**config.mk**
```make
export PLATFORM = sky130hd
export DESIGN_NAME = core_sfr_indirect_status
export DESIGN_NICKNAME = d
export VERILOG_FILES = /design/src/hw/core_sfr_pkg.sv /design/src/hw/core_sfr_indirect_status.sv
export SDC_FILE = /design/constraint.sdc
export NUM_CORES = 1
export LEC_CHECK = 0
export BUFFER_PORTS_ARGS = -buffer_cell sky130_fd_sc_hd__buf_2
export CAP_MARGIN = 20
export CELL_PAD_IN_SITES_DETAIL_PLACEMENT = 2
export CELL_PAD_IN_SITES_GLOBAL_PLACEMENT = 2
export CORE_MARGIN = 2
export CORE_UTILIZATION = 28
export DETAILED_ROUTE_END_ITERATION = 6
export HOLD_SLACK_MARGIN = 0.1
export PLACE_DENSITY_LB_ADDON = 0.12
export SYNTH_ARGS = -nofsm -noshare
export SYNTH_HDL_FRONTEND = slang
export SYNTH_SLANG_ARGS = --single-unit
```
**constraint.sdc**
```tcl
create_clock -name sys_clk_i -period 3.3 [get_ports sys_clk_i]
set_clock_uncertainty 0.1 [all_clocks]
set_input_delay 0.165 -clock sys_clk_i [delete_from_list [all_inputs] [get_ports sys_clk_i]]
set_output_delay 0.165 -clock sys_clk_i [all_outputs]
set_load 0.1 [all_outputs]
```
**src/hw/core_sfr_pkg.sv**
```systemverilog
package core_sfr_pkg;

	// Special-function register addresses, shared by every bank.
	localparam logic [7:0] BANK0_WINDOW_ADDR   = 8'h00;
	localparam logic [7:0] BANK0_POINTER_ADDR  = 8'h01;
	localparam logic [7:0] ANY_WINDOW_ADDR     = 8'h02;
	localparam logic [7:0] ANY_POINTER_ADDR    = 8'h03;
	localparam logic [7:0] BANK_SELECT_ADDR    = 8'h04;
	localparam logic [7:0] ACCUMULATOR_ADDR    = 8'h05;
	localparam logic [7:0] PROG_LOW_ADDR       = 8'h06;
	localparam logic [7:0] TABLE_LOW_ADDR      = 8'h07;
	localparam logic [7:0] TABLE_HIGH_BYTE_ADDR = 8'h08;
	localparam logic [7:0] TABLE_PAGE_ADDR     = 8'h09;
	localparam logic [7:0] STATUS_ADDR         = 8'h0A;
	localparam logic [7:0] SFR_AREA_END        = 8'h3F;

	// Status bit positions, and the bank bit of the bank select register.
	localparam int CARRY_BIT    = 0;
	localparam int AUX_BIT      = 1;
	localparam int ZERO_BIT     = 2;
	localparam int OVERFLOW_BIT = 3;
	localparam int POWER_BIT    = 4;
	localparam int TIMEOUT_BIT  = 5;
	localparam int BANK_BIT     = 0;

	// Values after reset.
	localparam logic [7:0] POINTER_RESET = 8'h00;
	localparam logic [7:0] ZERO_BYTE     = 8'h00;
	localparam logic [3:0] ARITH_RESET   = 4'h0;

	// Flag update operation from the ALU.
	typedef enum logic [2:0]
	{
		ALU_NONE  = 3'h0,
		ALU_ADD   = 3'h1,
		ALU_SUB   = 3'h3,
		ALU_LOGIC = 3'h2,
		ALU_ROT   = 3'h6
	} alu_op_t;

endpackage

```
**src/hw/core_sfr_indirect_status.sv**
```systemverilog
`timescale 1ns/100ps
`default_nettype none

// Summary of operation
// RULE_01: Window accesses are redirected to the address held in the matching pointer.
// RULE_02: First pair reaches bank 0 only; second pair reaches bank chosen by select bit.
// RULE_03: Indirect access to a window location reads 00H and writes nothing.
// RULE_04: Both pointers are ordinary 8-bit read/write registers.
// RULE_05: Direct data-memory operands always go to bank 0.
// RULE_06: Bank select register holds one bit at position 0; upper bits read zero.
// RULE_07: Resets clear bank select, except watchdog time-out reset while powered down.
// RULE_08: Special-function area looks the same from every bank.
// RULE_09: Writing program-counter low jumps within page and inserts one dummy cycle.
// RULE_10: Table read fetches word at table pointers; high byte to table-high register.
// RULE_11: No register-to-register path; moves go through the accumulator.
// RULE_12: Software status writes change arithmetic flags only, not time-out or power-down.
// RULE_13: Time-out flag set by watchdog time-out; cleared by power-up, clear, halt.
// RULE_14: Power-down flag set by halt; cleared by power-up and watchdog clear.
// RULE_15: Carry set on add carry-out or subtract no-borrow; rotate-through-carry updates it.
// RULE_16: Aux carry set on low-nibble carry in add or no nibble borrow in subtract.
// RULE_17: Zero flag set when arithmetic or logical result is zero.
// RULE_18: Overflow set when carry into MSB differs from carry out of MSB.
// RULE_19: Status is never saved automatically on interrupt or call.
// RULE_20: Status bits 7 and 6 read zero; time-out and power-down read-only, reset zero.
// RULE_21: Software reaches bank-1 location 40H by pointer 40H and bank select 01H.
// RULE_22: Second pair address is bank-select bit concatenated with eight pointer bits.
module core_sfr_indirect_status
#(
	parameter int PROG_ADDR_W = 11
)
(
	// Clock and reset.
	input  wire logic                     sys_clk_i,
	input  wire logic                     reset_i,
	input  wire logic                     power_up_reset_i,
	input  wire logic                     wdt_reset_in_halt_i,
	// Core data access, one operand per cycle.
	input  wire logic                     acc_rd_i,
	input  wire logic                     acc_wr_i,
	input  wire logic [7:0]               acc_addr_i,
	input  wire logic [7:0]               acc_wdata_i,
	output logic      [7:0]               acc_rdata_o,
	// Data memory port, address is bank bit plus offset.
	output logic                          mem_rd_o,
	output logic                          mem_wr_o,
	output logic      [8:0]               mem_addr_o,
	output logic      [7:0]               mem_wdata_o,
	input  wire logic [7:0]               mem_rdata_i,
	// ALU flag update.
	input  wire core_sfr_pkg::alu_op_t    alu_op_i,
	input  wire logic [7:0]               alu_a_i,
	input  wire logic [7:0]               alu_b_i,
	input  wire logic                     alu_cin_i,
	input  wire logic                     rot_cout_i,
	input  wire logic [7:0]               alu_result_i,
	// System events.
	input  wire logic                     wdt_timeout_i,
	input  wire logic                     watchdog_clear_instr_i,
	input  wire logic                     halt_instr_i,
	// Program counter and table read.
	input  wire logic [PROG_ADDR_W-1:0]   pc_current_i,
	output logic                          pc_load_o,
	output logic      [PROG_ADDR_W-1:0]   pc_target_o,
	output logic                          dummy_cycle_o,
	input  wire logic                     table_rd_i,
	output logic      [15:0]              table_addr_o,
	input  wire logic [15:0]              table_word_i,
	input  wire logic                     table_word_valid_i,
	output logic      [7:0]               table_low_byte_o,
	output logic                          table_low_valid_o,
	// Register views.
	output logic      [7:0]               accumulator_o,
	output logic      [7:0]               status_o,
	output logic                          bank_select_bit_o
);
	import core_sfr_pkg::*;

	logic [7:0] bank0_mem_pointer_reg;
	logic [7:0] anybank_mem_pointer_reg;
	logic       bank_select_bit_reg;
	logic [7:0] accumulator_reg;
	logic [7:0] table_low_ptr_reg;
	logic [7:0] table_page_ptr_reg;
	logic [7:0] table_read_high_byte_reg;
	logic [3:0] arith_flags_reg;
	logic       watchdog_timeout_flag_reg;
	logic       power_down_flag_reg;
	logic [7:0] rdata_reg;
	logic       pc_load_reg;
	logic       dummy_cycle_reg;
	logic [7:0] low_byte_reg;
	logic       low_valid_reg;

	logic       is_win0;
	logic       is_win1;
	logic       is_sfr;
	logic [7:0] eff_off;
	logic       eff_bank;
	logic       target_is_window;
	logic       sfr_target;
	logic [7:0] sfr_rdata;
	logic [7:0] status_view;
	logic [8:0] sum9;
	logic [4:0] nib5;
	logic       c_into_msb;
	logic       sfr_wr;

	// Address resolution; the bank bit only matters behind the second window.
	always_comb
	begin
		is_win0 = (acc_addr_i == BANK0_WINDOW_ADDR);
		is_win1 = (acc_addr_i == ANY_WINDOW_ADDR);
		if (is_win0)
		begin
			eff_off  = bank0_mem_pointer_reg; // RULE_01
			eff_bank = 1'b0; // RULE_02
		end
		else if (is_win1)
		begin
			eff_off  = anybank_mem_pointer_reg; // RULE_01
			eff_bank = bank_select_bit_reg; // RULE_22
		end
		else
		begin
			eff_off  = acc_addr_i;
			eff_bank = 1'b0; // RULE_05
		end
		// Both windows decode the same whatever the pointer's bank.
		target_is_window = (is_win0 || is_win1) &&
			(eff_off == BANK0_WINDOW_ADDR || eff_off == ANY_WINDOW_ADDR); // RULE_03
		// The SFR area ignores the bank bit; offsets up to 3FH are registers in either bank.
		is_sfr     = (eff_off <= SFR_AREA_END); // RULE_08
		sfr_target = is_sfr && !target_is_window;
	end

	assign sfr_wr = acc_wr_i && sfr_target;

	// Status as seen by software; no path stacks it, so calls and interrupts leave it alone.
	assign status_view = {2'b00, watchdog_timeout_flag_reg, power_down_flag_reg,
		arith_flags_reg}; // RULE_20

	// SFR read mux; unlisted SFR locations read zero.
	always_comb
	begin
		case (eff_off)
			BANK0_POINTER_ADDR:   sfr_rdata = bank0_mem_pointer_reg;
			ANY_POINTER_ADDR:     sfr_rdata = anybank_mem_pointer_reg;
			BANK_SELECT_ADDR:     sfr_rdata = {7'h00, bank_select_bit_reg}; // RULE_06
			ACCUMULATOR_ADDR:     sfr_rdata = accumulator_reg;
			PROG_LOW_ADDR:        sfr_rdata = pc_current_i[7:0];
			TABLE_LOW_ADDR:       sfr_rdata = table_low_ptr_reg;
			TABLE_HIGH_BYTE_ADDR: sfr_rdata = table_read_high_byte_reg;
			TABLE_PAGE_ADDR:      sfr_rdata = table_page_ptr_reg;
			STATUS_ADDR:          sfr_rdata = status_view;
			default:              sfr_rdata = ZERO_BYTE;
		endcase
	end

	// Memory port; window targets never reach memory.
	assign mem_rd_o    = acc_rd_i && !is_sfr;
	assign mem_wr_o    = acc_wr_i && !is_sfr;
	assign mem_addr_o  = {eff_bank, eff_off};
	assign mem_wdata_o = acc_wdata_i;

	// Read data is registered one cycle after the request.
	always_ff @(posedge sys_clk_i)
	begin
		if (reset_i)
			rdata_reg <= ZERO_BYTE;
		else if (acc_rd_i)
		begin
			if (target_is_window)
				rdata_reg <= ZERO_BYTE; // RULE_03
			else if (is_sfr)
				rdata_reg <= sfr_rdata;
			else
				rdata_reg <= mem_rdata_i;
		end
	end

	// Pointers are plain registers.
	always_ff @(posedge sys_clk_i)
	begin
		if (reset_i)
		begin
			bank0_mem_pointer_reg   <= POINTER_RESET;
			anybank_mem_pointer_reg <= POINTER_RESET;
		end
		else if (sfr_wr)
		begin
			if (eff_off == BANK0_POINTER_ADDR)
				bank0_mem_pointer_reg <= acc_wdata_i; // RULE_04
			if (eff_off == ANY_POINTER_ADDR)
				anybank_mem_pointer_reg <= acc_wdata_i; // RULE_04
		end
	end

	// A watchdog reset from halt keeps the bank so the sleeping program resumes in place.
	always_ff @(posedge sys_clk_i)
	begin
		if (reset_i && !wdt_reset_in_halt_i)
			bank_select_bit_reg <= 1'b0; // RULE_07
		else if (!reset_i && sfr_wr && eff_off == BANK_SELECT_ADDR)
			bank_select_bit_reg <= acc_wdata_i[BANK_BIT]; // RULE_06
	end

	// Accumulator is the only move path between registers.
	always_ff @(posedge sys_clk_i)
	begin
		if (reset_i)
			accumulator_reg <= ZERO_BYTE;
		else if (sfr_wr && eff_off == ACCUMULATOR_ADDR)
			accumulator_reg <= acc_wdata_i; // RULE_11
	end

	// Table pointers and the high byte of a table read.
	always_ff @(posedge sys_clk_i)
	begin
		if (reset_i)
		begin
			table_low_ptr_reg        <= ZERO_BYTE;
			table_page_ptr_reg       <= ZERO_BYTE;
			table_read_high_byte_reg <= ZERO_BYTE;
		end
		else
		begin
			if (sfr_wr && eff_off == TABLE_LOW_ADDR)
				table_low_ptr_reg <= acc_wdata_i;
			if (sfr_wr && eff_off == TABLE_PAGE_ADDR)
				table_page_ptr_reg <= acc_wdata_i;
			if (table_word_valid_i)
				table_read_high_byte_reg <= table_word_i[15:8]; // RULE_10
			else if (sfr_wr && eff_off == TABLE_HIGH_BYTE_ADDR)
				table_read_high_byte_reg <= acc_wdata_i;
		end
	end

	// Low byte is handed to the core for the instruction's destination.
	always_ff @(posedge sys_clk_i)
	begin
		if (reset_i)
		begin
			low_byte_reg  <= ZERO_BYTE;
			low_valid_reg <= 1'b0;
		end
		else
		begin
			low_valid_reg <= table_word_valid_i;
			if (table_word_valid_i)
				low_byte_reg <= table_word_i[7:0]; // RULE_10
		end
	end

	assign table_addr_o = {table_page_ptr_reg, table_low_ptr_reg}; // RULE_10

	// Writing the low counter byte jumps in the current page and costs one dummy cycle.
	always_ff @(posedge sys_clk_i)
	begin
		if (reset_i)
		begin
			pc_load_reg     <= 1'b0;
			dummy_cycle_reg <= 1'b0;
			pc_target_o     <= '0;
		end
		else
		begin
			pc_load_reg     <= sfr_wr && eff_off == PROG_LOW_ADDR; // RULE_09
			dummy_cycle_reg <= pc_load_reg; // RULE_09
			if (sfr_wr && eff_off == PROG_LOW_ADDR)
				pc_target_o <= {pc_current_i[PROG_ADDR_W-1:8], acc_wdata_i}; // RULE_09
		end
	end

	// Flag arithmetic; for subtract the core passes the inverted operand and carry-in.
	always_comb
	begin
		sum9       = {1'b0, alu_a_i} + {1'b0, alu_b_i} + {8'h00, alu_cin_i};
		nib5       = {1'b0, alu_a_i[3:0]} + {1'b0, alu_b_i[3:0]} + {4'h0, alu_cin_i};
		c_into_msb = alu_a_i[7] ^ alu_b_i[7] ^ sum9[7];
	end

	// Arithmetic flags; an ALU update in the same cycle wins over a software write.
	always_ff @(posedge sys_clk_i)
	begin
		if (reset_i)
			arith_flags_reg <= ARITH_RESET;
		else if (alu_op_i == ALU_ADD || alu_op_i == ALU_SUB)
		begin
			arith_flags_reg[CARRY_BIT]    <= sum9[8]; // RULE_15
			arith_flags_reg[AUX_BIT]      <= nib5[4]; // RULE_16
			arith_flags_reg[ZERO_BIT]     <= (alu_result_i == ZERO_BYTE); // RULE_17
			arith_flags_reg[OVERFLOW_BIT] <= c_into_msb ^ sum9[8]; // RULE_18
		end
		else if (alu_op_i == ALU_LOGIC)
			arith_flags_reg[ZERO_BIT] <= (alu_result_i == ZERO_BYTE); // RULE_17
		else if (alu_op_i == ALU_ROT)
			arith_flags_reg[CARRY_BIT] <= rot_cout_i; // RULE_15
		else if (sfr_wr && eff_off == STATUS_ADDR)
			arith_flags_reg <= acc_wdata_i[3:0]; // RULE_12
	end

	// System flags ignore software writes; a time-out beats a simultaneous clear.
	always_ff @(posedge sys_clk_i)
	begin
		if (power_up_reset_i)
		begin
			watchdog_timeout_flag_reg <= 1'b0; // RULE_13
			power_down_flag_reg       <= 1'b0; // RULE_14
		end
		else
		begin
			if (wdt_timeout_i)
				watchdog_timeout_flag_reg <= 1'b1; // RULE_13
			else if (watchdog_clear_instr_i || halt_instr_i)
				watchdog_timeout_flag_reg <= 1'b0; // RULE_13
			if (halt_instr_i)
				power_down_flag_reg <= 1'b1; // RULE_14
			else if (watchdog_clear_instr_i)
				power_down_flag_reg <= 1'b0; // RULE_14
		end
	end

	assign acc_rdata_o       = rdata_reg;
	assign pc_load_o         = pc_load_reg;
	assign dummy_cycle_o     = dummy_cycle_reg;
	assign table_low_byte_o  = low_byte_reg;
	assign table_low_valid_o = low_valid_reg;
	assign accumulator_o     = accumulator_reg;
	assign status_o          = status_view; // RULE_19
	assign bank_select_bit_o = bank_select_bit_reg;

endmodule

`default_nettype wire

```
======== Yosys cells after proc, flatten, opt, wreduce, memory -nomap -nowiden ========
Index checks and enable logic that the tools add are counted.
storage, ports and cells
  register bits after elaboration ......... 85
  input port bits ......................... 91
  logic and storage cells ................. 100
cells by class
  add/sub/neg operators ................... 4
  magnitude comparators ................... 1
  eq/ne operators ......................... 18
  mux-type cells .......................... 20
  bitwise operators ....................... 3
  reductions and logical operators ........ 36
operator list
  kind                count
  $pmux 8 s9          1
  $mux 8              6
  $eq 8x3->1 const B  4
  $eq 8x2->1 const B  3
  $eq 8x4->1 const B  3
  $logic_not 8->1     3
  $logic_and 1x1->1   14
  $add 8x8->9         1
  $add 9x1->9         1
  $mux 1              9
  $eq 8x1->1 const B  1
  $le 8x6->1 const B  1
  $mux 4              2
  $reduce_and 2->1    4
  $reduce_bool 2->1   4
  $eq 3x2->1 const B  2
  $reduce_bool 3->1   2
  $add 4x4->5         1
  $add 5x1->5         1
  $logic_not 1->1     4
  $logic_or 1x1->1    4
  $ne 2x2->1 const B  2
  $eq 3x1->1 const B  1
  $eq 3x3->1 const B  1
  other kinds (5)     7

======== Logic depth before layout (Yosys ltp) ========
Gate-level depths: netlist of run 1.
  word-level depth ........................ 14
  gate-level depth with buffers ........... 11

======== Worst setup path after synthesis of run 1 ========
Ideal clock, no wire load.
  path type ............................... input-to-reg
  start point ............................. input acc_addr_i[2]
  end point ............................... register table_low_ptr_reg[3]
  setup time .............................. 0.128 ns
  arrival ................................. 2.879 ns
  required time ........................... 3.072 ns
  slack ................................... 0.194 ns
  stages on the path ...................... 10
  buffers on the path ..................... 2
  cell sequence ........................... clkbuf_1 > or3_1 > clkbuf_1 > nor4b_1 > nor2_1 > inv_2 > nand2_1 > nor4_4 > mux2i_1 > nor2_1
between the ends
  word-level cells in the longest chain between the ends .. 10
  elaborated cells between the ends (all ways) .. 15
  those cells by class .................... order compare: 1; eq/ne: 3; mux: 2; reduce/logical: 9
ends and longest elaborated chain
  item                                                RTL line                         text
  from (decl)                                         core_sfr_indirect_status.sv:40   input wire logic [7:0] acc_addr_i,
  $eq 8x2->1                                          core_sfr_indirect_status.sv:112  is_win1 = (acc_addr_i == ANY_WINDOW_ADDR);
  $mux 8                                              core_sfr_indirect_status.sv:118  else if (is_win1)
  $mux 8 *                                            core_sfr_indirect_status.sv:113  if (is_win0)
  via mem_addr_o[1]                                   core_sfr_indirect_status.sv:46   output logic [8:0] mem_addr_o,
  branches (longest 6 deep; another with $le 8x6->1)  -
  $logic_and 1x1->1 *                                 core_sfr_indirect_status.sv:227  if (sfr_wr && eff_off == TABLE_LOW_ADDR)
  to (signal assigned)                                core_sfr_indirect_status.sv:228  table_low_ptr_reg <= acc_wdata_i;
  to (decl)                                           core_sfr_indirect_status.sv:82   logic [7:0] table_low_ptr_reg;
Mark *: on every way through the listed nets, which the timed path passes.
A chain may end at the register's enable or synchronous reset.

======== Final worst setup path of run 1 ========
  start point ............................. input acc_addr_i[7]
  end point ............................... register arith_flags_reg[2]
between the ends
  word-level cells in the longest chain between the ends .. 12
  elaborated cells between the ends (all ways) .. 17
  those cells by class .................... order compare: 1; eq/ne: 3; mux: 2; reduce/logical: 11
ends and longest elaborated chain
  item                                                RTL line                         text
  branches (longest 9 deep; another with $le 8x6->1)  -
  $logic_and 1x1->1 *                                 core_sfr_indirect_status.sv:298  else if (sfr_wr && eff_off == STATUS_ADDR)
  $reduce_bool 3->1 (no source line) *                -
  $reduce_and 2->1 (no source line) *                 -
  to (signal, indexed assignment)                     core_sfr_indirect_status.sv:295  arith_flags_reg[ZERO_BIT] <= (alu_result_i == ZERO_BYTE);
  to (signal, indexed assignment)                     core_sfr_indirect_status.sv:297  arith_flags_reg[CARRY_BIT] <= rot_cout_i;
  to (signal assigned)                                core_sfr_indirect_status.sv:299  arith_flags_reg <= acc_wdata_i[3:0];
  to (decl)                                           core_sfr_indirect_status.sv:85   logic [3:0] arith_flags_reg;
Mark *: on every way between the ends.

==> results of run 1 <==
-- layer usage --
layer	routed length (um)	up-vias	share of wire, %	GRT usage (%)
met5	0	-	0	0
met4	240	0	1.2	6.70
met3	846	19	4.3	3.83
met2	10000	126	51	41.1
met1	8720	2392	44	30.5
li1	-	2296	-	-
-- final timing paths --
path,slack [ns],depth (start not counted),from,end
setup / recovery,0.19,10,acc_addr_i[7],arith_flags_reg[2]
hold / removal,0.1,3,acc_wdata_i[6],bank0_mem_pointer_reg[6]
setup reg to reg,0.22,10,anybank_mem_pointer_reg[5],arith_flags_reg[2]
hold reg to reg,0.37,1,pc_load_o,dummy_cycle_o
-- layout make-up --
class	count	area, um^2	share of cell area (%)
Clock buffer	9	225	3.51
Sequential cell	85	1700	26.5
Inverter	19	71.3	1.11
Timing Repair Buffer	240	1520	23.7
Clock inverter	7	97.6	1.52
Tap cell	216	270	4.21
Multi-Input combinational cell	373	2530	39.4
-- report_power, final --
part	internal, uW	switching [uW]	leakage, uW
Combinational	152	398	0.00190
Sequential	1050	17.5	0.000691
Clock	666	459	0.000152
-- cell usage in the layout, fill, tap and decap left out, drive strengths merged, types with 4 or more instances in the layout --
master,n
nand2,31
a2111oi,5
nand3,18
nor2,79
a21o,7
nand2b,5
nor2b,4
dlygate4sd3,38
dfxtp,85
a211oi,11
ha,8
buf,202
a222oi,6
clkbuf,9
mux2i,59
a21oi,25
nor3,13
and3,12
a22oi,8
a31oi,13
o21ai,6
and2,8
a221oi,5
inv,19
nor4,16
-- kinds of logic after synthesis --
group,share of synthesized area (%)
AND/OR/NAND/NOR,22.7
AO/OA/AOI/OAI,16.4
flip-flops,37.8
buffers and inverters,6.94
multiplexers,13.9
adder cells (fa/ha/maj),2.22
other,0.0833
-- cells in the mapped netlist, types with 2 or more instances --
| cell | instances | area (um^2) |
|---|---|---|
| dfxtp_1 | 85 | 1700 |
| nor2_1 | 79 | 297 |
| mux2i_1 | 59 | 591 |
| nand2_1 | 31 | 116 |
| clkbuf_1 | 28 | 105 |
| a21oi_1 | 25 | 125 |
| nand3_1 | 18 | 90.1 |
| inv_1 | 17 | 63.8 |
| buf_4 | 15 | 113 |
| a31oi_1 | 13 | 81.3 |
| and3_1 | 12 | 75.1 |
| nor3_1 | 12 | 60.1 |
| a211oi_1 | 11 | 82.6 |
| nor4_1 | 10 | 62.6 |
| a22oi_1 | 8 | 60.1 |
| ha_1 | 8 | 100 |
| a21o_1 | 7 | 52.6 |
| and2_1 | 7 | 43.8 |
| a222oi_1 | 6 | 60.1 |
| o21ai_0 | 6 | 30.0 |
| a2111oi_0 | 5 | 43.8 |
| a221oi_1 | 5 | 43.8 |
| nand2b_1 | 5 | 31.3 |
| nor4_4 | 5 | 106 |
| buf_2 | 4 | 20.0 |
| nor2b_1 | 4 | 25.0 |
| a21boi_0 | 3 | 22.5 |
| mux2_2 | 3 | 33.8 |
| nor4bb_1 | 3 | 30.0 |
| or4_1 | 3 | 22.5 |
| a311oi_1 | 2 | 17.5 |
| o211a_1 | 2 | 20.0 |
| o311ai_0 | 2 | 17.5 |
| or2_2 | 2 | 12.5 |
-- tightest hold or removal path: stages --
cell	delay, ns
buf_2	0.17
nand3_1	0.09
a21oi_1	0.06
-- what timing repair did --
item	in CTS	in global routing
setup endpoints to repair	0	1
gates resized for setup	0	4
hold endpoints to repair	34	0
hold buffers	38	0
-- through the flow --
step                instances  utilization [%]  power [uW]
global route              949             40.6        2850
global placement          895             36.0        1590
finish                    949             40.6        2740
detailed placement        895             36.0        1600
CTS                       949             40.4        2760
floorplan                 525                -        1450
==> qor.yml, run 1 <==
detailed_routing:
  ant_nets: 0
  wl_mm: 19.8
  drt_first_pass_iters: 4
  drt_iter0_drc: 180
  drc: 0
  via_per_inst: 5.09
  wl_per_cell_um: 20.9
  vias: 4833
global_route:
  antenna_found_initial: 0
  grt_remaining_overflow: 0
  grt_first_pass_wirelength_mm: 30.3
  grt_pass1_vias: 5250
  grt_max_degree: 48
  grt.total_usage_pct: 23.7
timing:
  period_minus_slack_ns: 3.11
  clock.fmax_ghz: 0.322
  min_period_over_period_pct: 94.1
  slew_violations: 0
  holdWs_ns: 0.0955
  max-slew-margin-rel_pct: 46.3
  worst_pin_slew_ns: 0.800
  setup_violations: 0
  final-hold-violation-count: 0
  fin_tns_setup_ns: 0
  layout_setup_ws_ns: 0.195
  rsz0062_at_grt: "false"
floorplanning:
  initial_core_util_pct: 28.5
  pin_count: 173
  dieWidth_um: 131
  core_area_um2: 15800
  dieArea_um2: 17100
  die_height_um: 131
  num_rows: 46
placement:
  place_area_um2: 5690
  hpwl_mm: 14.7
  port_buffers: 169
  dp_slack_ns: -0.121
  place_congestion: 0.826
setup_path:
  cp-start-kind: "input port"
  crit_chain: "buf_2 -> or4_4 -> nor4_4 -> o22ai_2 -> nor4_2 -> nor4bb_2 -> buf_4 -> mux2i_1 -> a211oi_1 -> dlygate4sd3_1"
  end_kind: "register"
  critPathKind: "input port to register"
  required_ns: 3.49
  worstPathMaxFanout: 6
  path_buf_inv: 3
  slowest_stage: "or4_4"
  crit_arrival_ns: 3.30
  crit_family: "simple AND/OR/NAND/NOR gates"
  max_stage_delay_ns: 0.60
final_layout:
  syn_to_final_growth_pct: 42.5
  drive_gt1_share_pct: 32.5
  fillerInstances: 1803
  largest_register: "pc_target_o"
  stdcell_area_um2: 6420
  antennaDiodeCount: 0
  largest_reg_flops: 11
  nNetsFinal: 827
cts:
  numCtsBuffers: 9
  h-tree-depth: 3
  cts_root_buf: "clkbuf_16"
  cts_sinks: 85
  cts_buffer_depth: 2
  insertion_delay_ns: 0.34
  cts_tree: "done"
  path_clk_slew_ns: 0.07
  postCtsSetupBuffers: 0
synthesis:
  ys_seq_area_share_pct: 37.8
  async_reset_ff_share_pct: 0
  synthFlopType: "dfxtp_1"
  yosys_warnings: 0
  netlist_area_um2: 4500
  synth.avg_cell_area_um2: 8.60
  netlist_instances: 524
  synth_edf_count: 0
  ys_types: 53
  synth_seq_cells: 85
pwr:
  power.leakage_uw: 0.00274
  peakVddDrop_v: 0.000246
  powerDensity_nw_per_um2: 427
status:
  outcome: "finished clean"
job:
  cap_violations: 0
worst_hold_path:
  hp-class: "input port to register"
Power figures use the tool's default switching activity.
==> run 2: changes to the inputs <==
- CELL_PAD_IN_SITES_DETAIL_PLACEMENT: 2 -> unset
- CELL_PAD_IN_SITES_GLOBAL_PLACEMENT: 2 -> unset
- CORE_UTILIZATION: 28 -> 49
- SLEW_MARGIN: unset -> 15
==> run 2 against run 1 <==
Design area down 2.9%. Count of clock-buffer cells in the layout unchanged. Worst hold slack better by 0.019 ns. Register-to-register slack worse by 0.08 ns. Largest cell class unchanged.
==> qor.yml, run 2 (synthesized netlist as in run 1, its figures left out) <==
floorplanning:
  pin_count: 173
  initial_core_util_pct: 51.2
  dieArea_um2: 9980
  die_height_um: 99.9
  num_rows: 34
  core_area_um2: 8810
  dieWidth_um: 99.9
cts:
  cts_tree: "done"
  h-tree-depth: 3
  numCtsBuffers: 9
  cts_sinks: 85
  insertion_delay_ns: 0.37
  cts_root_buf: "clkbuf_8"
  path_clk_slew_ns: 0.09
  cts_buffer_depth: 2
final_layout:
  final_util_pct: 70.7
  layout_commonest_cell: "buf_2"
  drive_gt1_share_pct: 33.2
  nNetsFinal: 834
  largest_register: "pc_target_o"
  largest_reg_flops: 11
  fillerInstances: 695
  syn_to_final_growth_pct: 38.3
  layout_common_cells: "169 x buf_2, 83 x dfxtp_1, 79 x nor2_1"
  antennaDiodeCount: 0
  multi_input_area_um2: 2550
  regArea_um2: 1700
timing:
  final-hold-violation-count: 0
  setup_violations: 0
  max-slew-margin-rel_pct: 56.7
  min_period_over_period_pct: 95.7
  holdWs_ns: 0.114
  clock.fmax_ghz: 0.317
  period_minus_slack_ns: 3.16
  slew_violations: 0
  worst_pin_slew_ns: 0.649
detailed_routing:
  wl_mm: 15.7
  drt_first_pass_iters: 5
  wl_per_cell_um: 18.6
  ant_nets: 0
  drt_iter0_drc: 292
  vias: 4856
  drc: 0
  via_per_inst: 5.73
setup_path:
  crit_arrival_ns: 3.35
  slowest_stage: "or4_1"
  max_stage_delay_ns: 0.61
  cp_common_cell: "a31oi_1"
  crit_chain: "nand2b_1 -> a31oi_1 -> o22ai_2 -> or4_1 -> buf_12 -> nor2_1 -> buf_4 -> a222oi_1 -> dlygate4sd3_1 -> a31oi_1"
  path_buf_inv: 3
  worstPathMaxFanout: 17
  critPathKind: "register to register"
  crit_family: "buffers and inverters"
  required_ns: 3.50
  end_kind: "register"
  r2r_setup_slack_ns: 0.14
  cp-start-kind: "register"
global_route:
  grt_remaining_overflow: 0
  grt_max_degree: 51
  grt_pass1_vias: 4528
  grt.total_usage_pct: 31.0
  grt_first_pass_wirelength_mm: 23.9
  antenna_found_initial: 0
pwr:
  power_switching_uw: 815
  p_clk_share_pct: 32.1
  p_sw_share_pct: 34.3
  p_int_uw: 1560
  seqPwrFrac_pct: 44.8
  powerDensity_nw_per_um2: 381
  power.leakage_uw: 0.00272
  p_comb_share_pct: 23.0
  peakVddDrop_v: 0.000300
job:
  cap_violations: 0
placement:
  hpwl_mm: 11.2
  place_congestion: 0.919
  port_buffers: 169
worst_hold_path:
  hp-class: "input port to register"
status:
  outcome: "finished clean"
==> run 2: cell types whose count changed in the layout (fill, tap and decap cells not counted), moves of 2 or more <==
cell	delta
clkbuf_16	-9
clkbuf_8	+9
dlygate4sd3_1	+4
buf_4	+3
dfxtp_1	-2
dfxtp_2	+2
==> run 2: layout make-up <==
cell class / count / area share, %
multi-input combinational: 373 / 40.9
timing repair buffer: 247 / 25.3
tap: 108 / 2.17
clock buffer: 9 / 1.99
sequential: 85 / 27.4
clock inverter: 6 / 1.14
inverter: 19 / 1.14
==> run 2: path summary, 6_finish.rpt <==
check / from / endpoint / cells past startpoint
setup / recovery: anybank_mem_pointer_reg[6] / acc_rdata_o[5] / 10
setup reg to reg: anybank_mem_pointer_reg[6] / acc_rdata_o[5] / 10
hold / removal: acc_wdata_i[0] / bank_select_bit_o / 3
hold reg to reg: pc_load_o / dummy_cycle_o / 1
==> run 2: worst min-delay path: stages <==
cell and delay, ns:
buf_2 0.20, inv_1 0.10, mux2i_1 0.06
==> run 2: power groups by stage <==
| stage | combinational [uW] | clock [uW] | sequential (uW) |
|---|---|---|---|
| 2_1_floorplan | 262 | 0 | 1190 |
| 3_3_place_gp | 490 | 0 | 1090 |
| 3_5_place_dp | 496 | 0 | 1090 |
| 4_1_cts | 535 | 764 | 1060 |
| 5_1_grt | 577 | 807 | 1070 |
| 6_report | 547 | 763 | 1060 |
==> run 2: metal layers <==
| layer | part of all wire [%] | track usage [%] | up-vias |
|---|---|---|---|
| li1 | - | - | 2316 |
| met1 | 45 | 42.4 | 2283 |
| met2 | 46 | 50.6 | 236 |
| met3 | 7.7 | 5.22 | 21 |
| met4 | 1.8 | 8.85 | 0 |
| met5 | 0 | 0 | - |
==> run 2: stage by stage <==
stage	power (uW)	cells	setup slack (ns)	area (um^2)	setup TNS [ns]
after floorplan	1450	525	0.194	4510	0
after global placement	1580	789	0.0167	5560	0
after detailed placement	1580	789	0.0457	5560	0
after CTS	2360	846	0.0445	6180	0
after global routing	2450	847	-0.0391	6230	-0.0539
final	2370	847	0.143	6230	0
==> run 2: what timing repair did <==
action                     4_1_cts  5_1_grt
hold buffers                    42        0
setup endpoints to repair        0        2
buffers inserted                 0        1
hold endpoints to repair        41        0
resized for setup                0       11
